==> src/rtl/lsc_pkg.sv <==
package lsc_pkg;

    // ----------------------------------------------------------------
    // Register offsets on the serial bus
    // ----------------------------------------------------------------
    localparam logic [7:0] OFS_MASK  = 8'h04;
    localparam logic [7:0] OFS_TRIP  = 8'h05;
    localparam logic [7:0] OFS_ICUR  = 8'h06;
    localparam logic [7:0] OFS_ITIM  = 8'h07;
    localparam logic [7:0] OFS_VOLT  = 8'h08;
    localparam logic [7:0] OFS_TAG   = 8'h09;
    localparam logic [7:0] OFS_XTRIP = 8'h0e;
    localparam logic [7:0] OFS_SLEW  = 8'h0f;
    localparam int         NUM_REGS  = 16;

    // ----------------------------------------------------------------
    // Reset values
    // ----------------------------------------------------------------
    localparam logic [7:0] RST_MASK = 8'hf7;
    localparam logic [7:0] RST_TRIP = 8'h30;
    localparam logic [7:0] RST_SLEW = 8'h02;
    localparam logic [7:0] RST_ZERO = 8'h00;

    // ----------------------------------------------------------------
    // Field positions
    // ----------------------------------------------------------------
    localparam int TRIP_FINE_LSB  = 4;
    localparam int TRIP_SRC_BIT   = 3;
    localparam int TRIP_LVL_LSB   = 0;
    localparam int ICUR_LSB       = 0;
    localparam int TIM_WIDTH_LSB  = 4;
    localparam int TIM_DUTY_LSB   = 0;
    localparam int XTRIP_LSB      = 0;
    localparam int SLEW_LSB       = 0;
    localparam int MASK_STS_LSB   = 4;
    localparam int MASK_FLG_LSB   = 0;

    // ----------------------------------------------------------------
    // Serial framing
    // ----------------------------------------------------------------
    localparam logic [3:0] BYTE_BITS    = 4'h8;
    // Bus address value is arbitrary
    localparam logic [6:0] DEV_ADDR_DEF = 7'h2a;
    localparam int         SYNC_W       = 6;

    // ----------------------------------------------------------------
    // Types
    // ----------------------------------------------------------------
    typedef enum logic [6:0] {
        ST_IDLE  = 7'b0000001,
        ST_ADDR  = 7'b0000010,
        ST_AACK  = 7'b0000100,
        ST_WBYTE = 7'b0001000,
        ST_WACK  = 7'b0010000,
        ST_RBYTE = 7'b0100000,
        ST_RACK  = 7'b1000000
    } lsc_st_t;

    typedef struct packed {
        logic input_above_lockout_status;
        logic input_below_tag_status;
        logic detect_timer_expired_status;
        logic switch_on_status;
    } lsc_status_t;

    typedef struct packed {
        logic overvoltage_flag;
        logic short_circuit_flag;
        logic overtemp_flag;
    } lsc_flag_t;

    typedef struct packed {
        logic [2:0] trip_fine_tune;
        logic       trip_source_select;
        logic [1:0] trip_level_select;
        logic [3:0] detect_current_level;
        logic [3:0] detect_pulse_width;
        logic [3:0] detect_duty;
        logic [7:0] input_tag_code;
        logic [1:0] extra_trip_level;
        logic [2:0] slew_tune_field;
    } lsc_cfg_t;

    typedef struct packed {
        lsc_st_t                   st;
        logic [3:0]                bitcnt;
        logic [7:0]                shreg;
        logic [7:0]                ptr;
        logic                      have_ptr;
        logic                      rw;
        logic                      nack;
        logic                      sda_drv;
        logic                      scl_d;
        logic                      sda_d;
        logic                      irq;
        logic [NUM_REGS-1:0][7:0]  regs;
    } lsc_state_t;

endpackage

==> src/rtl/lsc_sync.sv <==
`timescale 1ns/1ps
module lsc_sync #(
    parameter int W = 1
) (
    // Clock and reset
    input  wire logic         clk_i,
    input  wire logic         reset_i,
    input  wire logic         ce_i,
    // Data
    input  wire logic [W-1:0] d_i,
    output logic      [W-1:0] q_o
);
    // ----------------------------------------------------------------
    // Two flops per bit; first stage feeds only the second
    // ----------------------------------------------------------------
    for (genvar i = 0; i < W; i++) begin : g_bit
        logic meta_reg;
        logic hold_reg;
        always_ff @(posedge clk_i or posedge reset_i) begin
            if (reset_i) begin
                meta_reg <= 1'b0;
                hold_reg <= 1'b0;
            end else if (ce_i) begin
                meta_reg <= d_i[i];
                hold_reg <= meta_reg;
            end
        end
        assign q_o[i] = hold_reg;
    end
endmodule // lsc_sync

==> src/rtl/lsc_regs.sv <==
// Function
// - One mask bit per source, one passes
// - Mask resets all ones, bit three zero
// - Bit three picks divider pin or register
// - Fine tune bits six to four, reset three
// - Threshold select bits one to zero, zero
// - Detect current bits three to zero
// - Pulse width bits seven to four
// - Detect duty bits three to zero
// - Read-only input voltage code, reset zero
// - Extra trip level bits one to zero
// - Slew tune bits two to zero, reset two
// - Interrupt pin low when an unmasked source is set
`timescale 1ns/1ps
module lsc_regs #(
    parameter logic [6:0] DEV_ADDR = lsc_pkg::DEV_ADDR_DEF
) (
    // Clock, reset, enable
    input  wire logic                 CLK_I,
    input  wire logic                 RESET_I,
    input  wire logic                 CE_I,
    // Two-wire serial pins
    input  wire logic                 SCL_I,
    input  wire logic                 SDA_I,
    output logic                      SDA_O,
    output logic                      SDA_OE_O,
    // Interrupt sources and converter result
    input  wire lsc_pkg::lsc_status_t STATUS_I,
    input  wire lsc_pkg::lsc_flag_t   FLAG_I,
    input  wire logic [7:0]           VOLT_CODE_I,
    // Configuration and interrupt
    output lsc_pkg::lsc_cfg_t         CFG_O,
    output logic                      INT_N_O
);
    // ----------------------------------------------------------------
    // Pin synchronisers
    // ----------------------------------------------------------------
    logic [lsc_pkg::SYNC_W-1:0] sync_q;
    logic                       scl;
    logic                       sda;
    lsc_pkg::lsc_status_t       status_s;

    lsc_sync #(.W(lsc_pkg::SYNC_W)) u_sync (
        .clk_i   (CLK_I),
        .reset_i (RESET_I),
        .ce_i    (CE_I),
        .d_i     ({SCL_I, SDA_I, STATUS_I}),
        .q_o     (sync_q)
    );
    assign scl      = sync_q[5];
    assign sda      = sync_q[4];
    assign status_s = sync_q[3:0];

    // ----------------------------------------------------------------
    // State
    // ----------------------------------------------------------------
    lsc_pkg::lsc_state_t r_reg;
    lsc_pkg::lsc_state_t r_next;

    logic       scl_rise;
    logic       scl_fall;
    logic       start_cond;
    logic       stop_cond;
    logic [7:0] rdata;
    logic [7:0] irq_src;

    assign scl_rise   = scl & ~r_reg.scl_d;
    assign scl_fall   = ~scl & r_reg.scl_d;
    assign start_cond = scl & r_reg.scl_d & r_reg.sda_d & ~sda;
    assign stop_cond  = scl & r_reg.scl_d & ~r_reg.sda_d & sda;

    // Sources sit in the same bit places as their mask bits
    assign irq_src = {status_s, 1'b0, FLAG_I};

    // ----------------------------------------------------------------
    // Read decode
    // ----------------------------------------------------------------
    function automatic logic readable(input logic [7:0] a);
        readable = (a == lsc_pkg::OFS_MASK)  || (a == lsc_pkg::OFS_TRIP) ||
                   (a == lsc_pkg::OFS_ICUR)  || (a == lsc_pkg::OFS_ITIM) ||
                   (a == lsc_pkg::OFS_VOLT)  || (a == lsc_pkg::OFS_TAG)  ||
                   (a == lsc_pkg::OFS_XTRIP) || (a == lsc_pkg::OFS_SLEW);
    endfunction

    // Offsets outside this bank read zero
    always_comb begin
        rdata = 8'h00;
        if (readable(r_reg.ptr)) begin
            rdata = r_reg.regs[r_reg.ptr[3:0]];
        end
    end

    // ----------------------------------------------------------------
    // Next state
    // ----------------------------------------------------------------
    always_comb begin
        r_next       = r_reg;
        r_next.scl_d = scl;
        r_next.sda_d = sda;
        // Converter code is refreshed every cycle CE_I is high, never written by host
        r_next.regs[lsc_pkg::OFS_VOLT[3:0]] = VOLT_CODE_I;
        // Any unmasked source, flags included, pulls the pin low
        r_next.irq = |(irq_src & r_reg.regs[lsc_pkg::OFS_MASK[3:0]]);

        if (start_cond) begin
            r_next.st       = lsc_pkg::ST_ADDR;
            r_next.bitcnt   = 4'h0;
            r_next.sda_drv  = 1'b0;
            r_next.have_ptr = 1'b0;
        end else if (stop_cond) begin
            r_next.st      = lsc_pkg::ST_IDLE;
            r_next.sda_drv = 1'b0;
        end else begin
            unique case (r_reg.st)
                lsc_pkg::ST_IDLE: begin
                    r_next.sda_drv = 1'b0;
                end
                lsc_pkg::ST_ADDR: begin
                    if (scl_rise) begin
                        r_next.shreg  = {r_reg.shreg[6:0], sda};
                        r_next.bitcnt = r_reg.bitcnt + 4'h1;
                    end else if (scl_fall && r_reg.bitcnt == lsc_pkg::BYTE_BITS) begin
                        r_next.bitcnt = 4'h0;
                        if (r_reg.shreg[7:1] == DEV_ADDR) begin
                            r_next.rw      = r_reg.shreg[0];
                            r_next.sda_drv = 1'b1;
                            r_next.st      = lsc_pkg::ST_AACK;
                        end else begin
                            r_next.st = lsc_pkg::ST_IDLE;
                        end
                    end
                end
                lsc_pkg::ST_AACK: begin
                    if (scl_fall) begin
                        if (r_reg.rw) begin
                            r_next.shreg   = rdata;
                            r_next.sda_drv = ~rdata[7];
                            r_next.st      = lsc_pkg::ST_RBYTE;
                        end else begin
                            r_next.sda_drv = 1'b0;
                            r_next.st      = lsc_pkg::ST_WBYTE;
                        end
                    end
                end
                lsc_pkg::ST_WBYTE: begin
                    if (scl_rise) begin
                        r_next.shreg  = {r_reg.shreg[6:0], sda};
                        r_next.bitcnt = r_reg.bitcnt + 4'h1;
                    end else if (scl_fall && r_reg.bitcnt == lsc_pkg::BYTE_BITS) begin
                        r_next.bitcnt  = 4'h0;
                        r_next.sda_drv = 1'b1;
                        r_next.st      = lsc_pkg::ST_WACK;
                        if (!r_reg.have_ptr) begin
                            r_next.ptr      = r_reg.shreg;
                            r_next.have_ptr = 1'b1;
                        end else begin
                            // Read-only code and foreign offsets ignore writes
                            if (readable(r_reg.ptr) && r_reg.ptr != lsc_pkg::OFS_VOLT) begin
                                r_next.regs[r_reg.ptr[3:0]] = r_reg.shreg;
                            end
                            r_next.ptr = r_reg.ptr + 8'h01;
                        end
                    end
                end
                lsc_pkg::ST_WACK: begin
                    if (scl_fall) begin
                        r_next.sda_drv = 1'b0;
                        r_next.st      = lsc_pkg::ST_WBYTE;
                    end
                end
                lsc_pkg::ST_RBYTE: begin
                    if (scl_rise) begin
                        r_next.bitcnt = r_reg.bitcnt + 4'h1;
                    end else if (scl_fall) begin
                        if (r_reg.bitcnt == lsc_pkg::BYTE_BITS) begin
                            r_next.bitcnt  = 4'h0;
                            r_next.sda_drv = 1'b0;
                            r_next.ptr     = r_reg.ptr + 8'h01;
                            r_next.st      = lsc_pkg::ST_RACK;
                        end else begin
                            r_next.shreg   = {r_reg.shreg[6:0], 1'b0};
                            r_next.sda_drv = ~r_reg.shreg[6];
                        end
                    end
                end
                lsc_pkg::ST_RACK: begin
                    if (scl_rise) begin
                        r_next.nack = sda;
                    end else if (scl_fall) begin
                        if (r_reg.nack) begin
                            r_next.st = lsc_pkg::ST_IDLE;
                        end else begin
                            r_next.shreg   = rdata;
                            r_next.sda_drv = ~rdata[7];
                            r_next.st      = lsc_pkg::ST_RBYTE;
                        end
                    end
                end
                default: begin
                    r_next.st      = lsc_pkg::ST_IDLE;
                    r_next.sda_drv = 1'b0;
                end
            endcase
        end
    end

    // ----------------------------------------------------------------
    // State register
    // ----------------------------------------------------------------
    always_ff @(posedge CLK_I or posedge RESET_I) begin
        if (RESET_I) begin
            r_reg          <= '0;
            r_reg.st       <= lsc_pkg::ST_IDLE;
            // Match the synchroniser's reset output, so no false start or stop follows reset
            r_reg.scl_d    <= 1'b0;
            r_reg.sda_d    <= 1'b0;
            r_reg.regs[lsc_pkg::OFS_MASK[3:0]] <= lsc_pkg::RST_MASK;
            r_reg.regs[lsc_pkg::OFS_TRIP[3:0]] <= lsc_pkg::RST_TRIP;
            r_reg.regs[lsc_pkg::OFS_SLEW[3:0]] <= lsc_pkg::RST_SLEW;
        end else if (CE_I) begin
            r_reg <= r_next;
        end
    end

    // ----------------------------------------------------------------
    // Outputs
    // ----------------------------------------------------------------
    logic [7:0] trip_b;
    logic [7:0] icur_b;
    logic [7:0] itim_b;
    logic [7:0] xtrip_b;
    logic [7:0] slew_b;

    assign trip_b  = r_reg.regs[lsc_pkg::OFS_TRIP[3:0]];
    assign icur_b  = r_reg.regs[lsc_pkg::OFS_ICUR[3:0]];
    assign itim_b  = r_reg.regs[lsc_pkg::OFS_ITIM[3:0]];
    assign xtrip_b = r_reg.regs[lsc_pkg::OFS_XTRIP[3:0]];
    assign slew_b  = r_reg.regs[lsc_pkg::OFS_SLEW[3:0]];

    assign CFG_O.trip_fine_tune       = trip_b[lsc_pkg::TRIP_FINE_LSB +: 3];
    assign CFG_O.trip_source_select   = trip_b[lsc_pkg::TRIP_SRC_BIT];
    assign CFG_O.trip_level_select    = trip_b[lsc_pkg::TRIP_LVL_LSB +: 2];
    assign CFG_O.detect_current_level = icur_b[lsc_pkg::ICUR_LSB +: 4];
    assign CFG_O.detect_pulse_width   = itim_b[lsc_pkg::TIM_WIDTH_LSB +: 4];
    assign CFG_O.detect_duty          = itim_b[lsc_pkg::TIM_DUTY_LSB +: 4];
    assign CFG_O.input_tag_code       = r_reg.regs[lsc_pkg::OFS_TAG[3:0]];
    assign CFG_O.extra_trip_level     = xtrip_b[lsc_pkg::XTRIP_LSB +: 2];
    assign CFG_O.slew_tune_field      = slew_b[lsc_pkg::SLEW_LSB +: 3];

    // Open drain: only ever pull low
    assign SDA_O    = 1'b0;
    assign SDA_OE_O = r_reg.sda_drv;
    assign INT_N_O  = ~r_reg.irq;

endmodule // lsc_regs

==> config.mk <==
export PLATFORM = sky130hd
export DESIGN_NAME = lsc_regs
export DESIGN_NICKNAME = d
export VERILOG_FILES = /design/src/rtl/lsc_pkg.sv /design/src/rtl/lsc_sync.sv /design/src/rtl/lsc_regs.sv
export SDC_FILE = /design/constraint.sdc
export NUM_CORES = 1
export LEC_CHECK = 0
export ABC_CLOCK_PERIOD_IN_PS = 6900
export BUFFER_PORTS_ARGS = -buffer_cell sky130_fd_sc_hd__buf_4
export CAP_MARGIN = 20
export CORE_ASPECT_RATIO = 1.4
export CORE_UTILIZATION = 55
export DETAILED_ROUTE_END_ITERATION = 8
export GPL_TIMING_DRIVEN = 0
export HOLD_SLACK_MARGIN = 0.03
export PLACE_DENSITY = 0.83
export SYNTH_ARGS = -nofsm -noshare
export SYNTH_HDL_FRONTEND = slang
export SYNTH_SLANG_ARGS = --single-unit
==> constraint.sdc <==
create_clock -name CLK_I -period 6.9 [get_ports CLK_I]
set_input_delay 0.345 -clock CLK_I [delete_from_list [all_inputs] [get_ports CLK_I]]
set_output_delay 0.345 -clock CLK_I [all_outputs]
set_load 0.1 [all_outputs]
# Yosys cells after proc, flatten, opt, wreduce, memory -nomap -nowiden
# Index checks and enable logic that the tools add are counted.
[op_classes] addsub=2 n_bitwise=18 n_reduce_logical=26 magnitude_cmp=2 mux=74 n_eq_ne=50
[op_table] op="two-way mux 72 bit" count=7
[op_table] op="bitwise mux 128 bit" count=1
[op_table] op="two-way mux 8 bit" count=12
[op_table] op="inequality test 4 bit, second input constant" count=17
[op_table] op="two-way mux 7 bit" count=8
[op_table] op="case mux 7 bit (7 select lines)" count=1
[op_table] op="two-way mux 11 bit" count=4
[op_table] op="AND reduction 13 bit" count=3
[op_table] op="binary-select mux 8 bit (select 4 bit)" count=1
[op_table] op="demux 8 bit (select 4 bit)" count=1
[op_table] op="== test 8 x 3 -> 1 bit, second input constant" count=4
[op_table] op="== test 8 x 4 -> 1 bit, second input constant" count=4
[op_table] op="case mux 8 bit (4 select lines)" count=1
[op_table] op="two-way mux 27 bit" count=1
[op_table] op="two-way mux 1 bit" count=24
[op_table] op="inequality test 2 bit, second input constant" count=12
[op_table] op="two-way mux 23 bit" count=1
[op_table] op="two-way mux 9 bit" count=2
[op_table] op="two-way mux 16 bit" count=1
[op_table] op="case mux 8 bit (2 select lines)" count=1
[op_table] op="== test 7 x 6 -> 1 bit, second input constant" count=2
[op_table] op="AND reduction 7 bit" count=2
[op_table] op="two-way mux 4 bit" count=3
[op_table] op="two-way mux 6 bit" count=2
[op_table] op="29 further kinds" count=57
[word_totals] reg_bits=174 in_bits=20 output_inout_bits=34

# Longest topological paths before layout
# Gate-level depths: netlist of the first run.
[logic_depth] depth_word=16 depth_mapped=11 depth_no_buf=8

# Cells and area by module
# Synthesis of the first run repeated with hierarchy kept, for this count alone.
[hier_totals] hier_cells=675 hier_area_um2=8693.3
[modules_own_cells] module="lsc_regs" instances=1 seq_area_each_um2=4067.7 cells_each=643 area_each_um2=8160.3
[modules_own_cells] module="lsc_sync" instances=1 seq_area_each_um2=300.3 cells_each=32 area_each_um2=533.0

# Worst setup path before layout of the first run
# OpenSTA, ideal clock, no wires.
[synth_path] path_kind="register to register" from="register r_reg[135] (netlist bit)" to="register r_reg, in the netlist icur_b[0]" t_arrival_ns=2.697 n_path_buf=3 path_slack_ns=4.079 setup_ns=0.125 required_time_ns=6.775 path_stages_with_launch=12 synth_period_minus_slack_ns=2.821 cell_sequence="dfrtp_1 clkbuf_1 buf_1 inv_1 ha_1 nor2_1 nor2b_1 o211ai_1 nor3_2 buf_4 nand3_2 mux2_2"
[synth_via] elab_chain_cells=10 elab_cells_between_ends=24 cone_classes="2 x order compare; 9 x eq/ne; 3 x mux; 10 x reduce/logical"
[synth_lines] element="start: declaration" line="lsc_regs.sv:57" rtl="lsc_pkg::lsc_state_t r_reg;"
[synth_lines] element="start signal: assignment" line="lsc_regs.sv:221" rtl="r_reg <= r_next;"
[synth_lines] element="== test 8 x 3 -> 1 bit" line="lsc_regs.sv:79" rtl="readable = (a == lsc_pkg::OFS_MASK) || (a == lsc_pkg::OFS_TRIP) ||"
[synth_lines] element="logical OR 1 bit (2 in a row)" line="lsc_regs.sv:79"
[synth_lines] element="logical OR 1 bit (2 in a row)" line="lsc_regs.sv:80" rtl="(a == lsc_pkg::OFS_ICUR) || (a == lsc_pkg::OFS_ITIM) ||"
[synth_lines] element="logical OR 1 bit (2 in a row)" line="lsc_regs.sv:81" rtl="(a == lsc_pkg::OFS_VOLT) || (a == lsc_pkg::OFS_TAG) ||"
[synth_lines] element="logical OR 1 bit" line="lsc_regs.sv:82" rtl="(a == lsc_pkg::OFS_XTRIP) || (a == lsc_pkg::OFS_SLEW);"
[synth_lines] element="logical AND 1 bit" line="lsc_regs.sv:158" rtl="if (readable(r_reg.ptr) && r_reg.ptr != lsc_pkg::OFS_VOLT) begin"
[synth_lines] element="AND reduction 8 bit (no line)"
# Parallel ways exist; a longest one is shown, timed or not.
# A chain may end at the register's enable or synchronous reset.

# Worst setup path in the final report of the first run
[layout_path] from="register r_reg[136] (netlist bit)" to="register r_reg, in the netlist CFG_O[7]"
# Same word-level chain as after synthesis.

==> results.py, run 1 <==
metrics = {
    "power": {
        "power.total_mw": 2.23,
        "leakage_nw": 4.62,
        "vdd_drop_max_mv": 0.177,
        "pwr_density_cell_nw_per_um2": 225,
    },
    "critical_path": {
        "path_depth": 11,
        "cp_slowest_stage_delay_ns": 0.69,
        "start_kind": "flop",
        "path_delay_family": "buffers and inverters",
        "path_class": "flop to flop",
        "slowest_stage": "clkbuf_1",
        "cp-startpoint": "r_reg[136]$_DFFE_PP0P_",
        "cp_common_cell": "clkbuf_1",
        "path_buf_inv": 4,
        "crit_end": "CFG_O[7]$_DFFE_PP0P_",
        "cp.required_ns": 7.21,
        "rrSetupSlack_ns": 3.23,
        "cp-end-kind": "flop",
        "cp_cell_sequence": "clkbuf_1 > clkbuf_1 > inv_1 > ha_1 > nor2_1 > nor2b_1 > o211ai_1 > nor3_2 > buf_4 > nand2_2 > mux2_2",
        "worstReg2RegEnd": "CFG_O[7]$_DFFE_PP0P_",
        "reg2regPathDepth": 11,
        "timing.rr.start": "r_reg[136]$_DFFE_PP0P_",
        "worstPathMaxFanout": 10,
        "crit_arrival_ns": 3.98,
    },
    "status": {
        "run_status": "finished clean",
    },
    "finish": {
        "finalNetCount": 769,
        "layout-drive-gt1-share_pct": 42.4,
        "n_antenna_cell": 0,
        "layout_common_cells": "163 x dfrtp_1, 120 x mux2_2, 84 x buf_4, 58 x clkbuf_1, 39 x mux4_2",
        "layout_commonest_cell": "dfrtp_1",
        "final_area_um2": 9880,
        "syn2layout_area_growth_pct": 14.7,
        "largest_reg_flops": 113,
    },
    "global_routing": {
        "grt_max_degree": 113,
        "grt_pass1_wl_um": 33000,
        "track_usage_pct": 27.6,
        "grt_pass1_vias": 6175,
        "grt_overflow": 0,
        "antenna_found_initial": 0,
    },
    "detailed_routing": {
        "first_pass_iters": 5,
        "vias": 5750,
        "initialDrtViolationCount": 344,
        "post_drt_wl_per_cell_um": 21.7,
        "drc": 0,
        "routed_wl_um": 20500,
        "viasPerCell": 6.08,
        "detail-route-antenna-nets": 0,
    },
    "floorplanning": {
        "core-area_um2": 15200,
        "start_util_pct": 56.7,
        "rows": 53,
        "die_w_um": 108,
        "io_pins": 54,
        "fp.dieH_um": 150,
        "die_area_um2": 16200,
    },
    "clock_network": {
        "numCtsBuffers": 17,
        "root_buffer": "clkbuf_16",
        "numClockSinks": 174,
        "clock_latency_ns": 0.43,
        "cts_tree": "built",
        "cts_htree_levels": 4,
        "cts_resized": 0,
        "path_clk_slew_ns": 0.07,
        "clk_path_buf_depth": 2,
    },
    "synth": {
        "avgSynthCellArea_um2": 12.9,
        "synth.distinct_cells": 63,
        "ys_ff_latch": 174,
        "synth_edf_count": 0,
        "ys.flop_type": "dfrtp_1",
        "synth-warning-count": 0,
        "synth.cell_area_um2": 8620,
        "yosysSeqAreaShare_pct": 50.7,
        "synth_nets": 697,
        "synthArstFlopShare_pct": 100,
        "synth_cells": 668,
    },
    "hold_path": {
        "holdCritStartpoint": "VOLT_CODE_I[5]",
        "min_path_type": "input port to flop",
    },
    "sta": {
        "rsz0062_at_grt": "no",
        "worst_slack_ns": 3.23,
        "setup_viol": 0,
        "min_period_ns": 3.67,
        "final.setup_skew_ns": 0.0106,
        "finalHoldViolCount": 0,
        "slew_violations": 0,
        "setup_tns_ns": 0,
        "fmax_mhz": 273,
        "fin_crit_sh_pct": 53.2,
        "worst_pin_slew_ns": 0.935,
        "relSlewSlack_pct": 37.1,
    },
    "place": {
        "gp_congestion": 0.874,
        "io_buffer_count": 51,
        "place_ws_ns": 3.26,
        "dp_hpwl_um": 14700,
        "postPlaceCellArea_um2": 9280,
    },
    "job": {
        "maxCapViolations": 0,
    },
}
==> cells in the mapped netlist (4+ instances only) <==
cell      number  area (µm²)
nand4_1        6        37.5
nor2b_1        4        25.0
ha_1           9         113
buf_1          4        15.0
inv_1         13        48.8
mux2i_1        8        80.1
nor3_1         6        30.0
nand2b_1       6        37.5
nand3_2        6        60.1
dfrtp_1      163        4080
a22o_1         8        70.1
mux4_2        39         878
buf_2         10        50.1
o211ai_1       4        30.0
clkbuf_1      58         218
dfstp_2       11         289
buf_4         33         248
o21ai_0       25         125
mux2_2       120        1350
nand3_1       17        85.1
nor2_1        13        48.8
a21oi_1       18        90.1
nand2_1       30         113
==> metal layers <==
layer | up-vias | wire length (µm) | global-route usage [%]
li1 | 2525 | - | -
met1 | 2954 | 7840 | 32.3
met2 | 213 | 10900 | 47.9
met3 | 58 | 1020 | 5.93
met4 | 0 | 805 | 13.8
met5 | - | 0 | 0
==> worst min path at each step <==
| stage | endpoint | slack (ns) | cells after the start |
|---|---|---|---|
| 2_1_floorplan | r_reg[16]$_DFFE_PP0P_ | 0.42 | 1 |
| 3_3_place_gp | r_reg[20]$_DFFE_PP0P_ | 0.43 | 1 |
| 3_5_place_dp | r_reg[70]$_DFFE_PP0P_ | 0.41 | 2 |
| 4_1_cts | r_reg[64]$_DFFE_PP0P_ | 0.13 | 2 |
| 5_1_grt | r_reg[69]$_DFFE_PP0P_ | 0.14 | 2 |
| 6_report | r_reg[69]$_DFFE_PP0P_ | 0.15 | 2 |
==> cell type report <==
class | instances | area, µm²
Buffer | 105 | 531
Clock buffer | 17 | 425
Clock inverter | 15 | 173
Fill cell | 1104 | 5300
Inverter | 13 | 56.3
Multi-Input combinational cell | 376 | 3670
Sequential cell | 174 | 4370
Tap cell | 192 | 240
Timing Repair Buffer | 53 | 420
==> worst register-to-register path: stages (launching register included) <==
cell      delay, ns
dfrtp_1        0.37
clkbuf_1       0.48
clkbuf_1       0.69
inv_1          0.19
ha_1           0.32
nor2_1         0.16
nor2b_1        0.07
o211ai_1       0.28
nor3_2         0.11
buf_4          0.21
nand2_2        0.29
mux2_2         0.39
==> where the power goes <==
group	internal (mW)	leakage [nW]	switching [mW]
clock	0.517	0.292	0.439
combinational	0.0761	2.00	0.133
sequential	1.05	2.33	0.0158
==> kinds of logic (layout without fill, tap and decap cells) <==
kind of cell    count (synthesis)  in the layout  synth area share [%]
fa+ha+maj                       9              9                  1.31
flops                         174            174                  50.7
compound gates                 78             78                  5.91
xor+xnor                        3              3                 0.305
other cells                     1              1                0.0435
buf+inv                       118            203                  6.72
simple gates                  118            118                  8.22
mux                           167            167                  26.8
==> through the flow <==
| step | cells | utilization (%) | hold slack (ns) |
|---|---|---|---|
| 2_1_floorplan | 668 | - | 0.424 |
| 6_report | 945 | 65.1 | 0.146 |
| 3_3_place_gp | 911 | 60.8 | 0.435 |
| 3_5_place_dp | 912 | 61.1 | 0.405 |
| 5_1_grt | 945 | 65.1 | 0.139 |
| 4_1_cts | 945 | 65.1 | 0.132 |
==> repair_timing <==
item | in CTS | in global routing
buffers inserted | 0 | 0
hold endpoints to repair | 60 | 0
endpoints found under the setup margin | 0 | 0
hold buffers | 1 | 0
No activity file was read; power rests on OpenSTA's default activity.
==> inputs of run 2 (changes only) <==
Settings changed: ABC_CLOCK_PERIOD_IN_PS 6900 to 3300, PLACE_DENSITY 0.83 to 0.86.
Clock period 6.9 ns to 3.3 ns, I/O delays scaled along.
==> run 2 against run 1 <==
The run now ends with setup timing left. Global-route usage grew 1.1 points. Final cell count grew 1.9%. Sequential share of layout area shrank 0.81 points. Cell area grew 1.9%. Clock-buffer cell count is the same. Highest routed layer unchanged. Routed wire length grew 3.9%. Sequential cell count is the same. Maximum frequency grew 11%. Via count grew 2.8%. Critical path depth is the same. Largest power group unchanged. Combinational power grew 120%.
==> results.py, run 2 (synthesis gave the netlist of run 1 again) <==
metrics = {
    "critical_path": {
        "path_buf_inv": 4,
        "worstReg2RegEnd": "trip_b[6]$_DFFE_PP0P_",
        "reg2regPathDepth": 11,
        "cp-end-kind": "flop",
        "worstPathMaxFanout": 10,
        "cp.required_ns": 3.62,
        "path_delay_family": "buffers and inverters",
        "slowest_stage": "mux2_2",
        "timing.rr.start": "r_reg[136]$_DFFE_PP0P_",
        "rrSetupSlack_ns": -0.01,
        "crit_end": "trip_b[6]$_DFFE_PP0P_",
        "start_kind": "flop",
        "cp-startpoint": "r_reg[136]$_DFFE_PP0P_",
        "crit_arrival_ns": 3.63,
        "path_depth": 11,
        "path_class": "flop to flop",
        "cp_slowest_stage_delay_ns": 0.43,
        "cp_cell_sequence": "clkbuf_2 > clkbuf_2 > inv_1 > ha_1 > nor2_1 > o211ai_1 > o211ai_1 > nor3_2 > buf_4 > nand3_2 > mux2_2",
    },
    "finish": {
        "finalNetCount": 787,
        "final_core_util_pct": 66.3,
        "largest_reg_flops": 113,
        "final_area_um2": 10100,
        "layout_commonest_cell": "dfrtp_1",
        "layout-drive-gt1-share_pct": 42.3,
        "layout_common_cells": "163 x dfrtp_1, 120 x mux2_2, 86 x buf_4, 56 x clkbuf_1, 39 x mux4_2",
        "n_antenna_cell": 0,
        "syn2layout_area_growth_pct": 16.8,
        "finalNonFillerCells": 963,
    },
    "floorplanning": {
        "start_util_pct": 56.7,
        "die_w_um": 108,
        "rows": 53,
        "fp.dieH_um": 150,
        "die_area_um2": 16200,
        "io_pins": 54,
        "core-area_um2": 15200,
    },
    "place": {
        "postPlaceCellArea_um2": 9320,
        "post-place-cells": 915,
        "io_buffer_count": 51,
        "gp_congestion": 0.904,
        "place_ws_ns": -0.382,
        "dp_hpwl_um": 15000,
    },
    "detailed_routing": {
        "vias": 5910,
        "routed_wl_um": 21300,
        "viasPerCell": 6.14,
        "drc": 0,
        "detail-route-antenna-nets": 0,
        "initialDrtViolationCount": 483,
        "first_pass_iters": 5,
        "post_drt_wl_per_cell_um": 22.1,
    },
    "clock_network": {
        "cts_tree": "built",
        "path_clk_slew_ns": 0.07,
        "root_buffer": "clkbuf_16",
        "numClockSinks": 174,
        "cts_htree_levels": 4,
        "clk_path_buf_depth": 2,
        "numCtsBuffers": 17,
        "clock_latency_ns": 0.44,
    },
    "global_routing": {
        "grt-busiest-layer": "met2",
        "use_met2_pct": 49.8,
        "antenna_found_initial": 0,
        "grt_pass1_wl_um": 34100,
        "grt_overflow": 0,
        "use_met1_pct": 33.9,
        "grt_max_degree": 42,
        "grt_pass1_vias": 6225,
        "use_met3_pct": 5.15,
        "track_usage_pct": 28.7,
    },
    "sta": {
        "relSlewSlack_pct": 33.0,
        "fin_crit_sh_pct": 100,
        "slew_violations": 0,
        "worst_pin_slew_ns": 1.01,
        "worst_slack_ns": -0.00997,
        "setup_tns_ns": -0.00997,
        "final.setup_skew_ns": 0.0124,
        "finalHoldViolCount": 0,
        "setup_viol": 1,
        "min_period_ns": 3.31,
        "fmax_mhz": 302,
        "rsz0062_at_grt": "yes",
        "whs_ns": 0.119,
    },
    "power": {
        "pwr_density_cell_nw_per_um2": 462,
        "leakage_nw": 4.70,
        "power.total_mw": 4.65,
        "vdd_drop_max_mv": 0.408,
    },
    "status": {
        "run_status": "finished with violations",
        "violations": "setup timing",
    },
    "job": {
        "maxCapViolations": 0,
    },
    "hold_path": {
        "holdCritStartpoint": "FLAG_I[0]",
        "min_path_type": "input port to flop",
    },
}
## run 2: what timing repair did
action | in CTS | in global routing
buffers inserted | 0 | 1
endpoints found under the hold margin | 37 | 0
endpoints found under the setup margin | 96 | 49
hold buffers | 15 | 0
gates resized for setup | 4 | 0
pin swaps | 0 | 1
## run 2: per-layer routing
layer  share of wire [%]  up-vias
met2                  54      237
li1                    -     2560
met4                 4.6        0
met3                 4.7       70
met5                   0        -
met1                  37     3043
## run 2: how the worst min path moves through the flow
stage | endpoint | slack (ns) | depth (start not counted)
after floorplan | r_reg[64]$_DFFE_PP0P_ | 0.32 | 1
after global placement | r_reg[70]$_DFFE_PP0P_ | 0.40 | 2
after detailed placement | r_reg[86]$_DFFE_PP0P_ | 0.26 | 2
after CTS | r_reg[128]$_DFFE_PP0P_ | 0.12 | 3
after global routing | r_reg[128]$_DFFE_PP0P_ | 0.14 | 3
final | r_reg[128]$_DFFE_PP0P_ | 0.12 | 3
## run 2: cell type report
| cell class | count | area [µm²] |
|---|---|---|
| Fill cell | 1043 | 5120 |
| Sequential cell | 174 | 4370 |
| Multi-Input combinational cell | 376 | 3670 |
| Timing Repair Buffer | 71 | 621 |
| Buffer | 105 | 537 |
| Clock buffer | 17 | 425 |
| Tap cell | 192 | 240 |
| Clock inverter | 15 | 155 |
| Inverter | 13 | 52.6 |
## run 2: where the power goes
group / switching [mW] / internal [mW]
sequential: 0.0346 / 2.19
clock: 0.913 / 1.06
combinational: 0.280 / 0.176
total: 1.23 / 3.43
## run 2: worst min-delay path: cells and delay by family
| kind | cells | cell delay, ns |
|---|---|---|
| AOI/OAI and AO/OA | 2 | 0.26 |
| buffers and inverters | 1 | 0.09 |
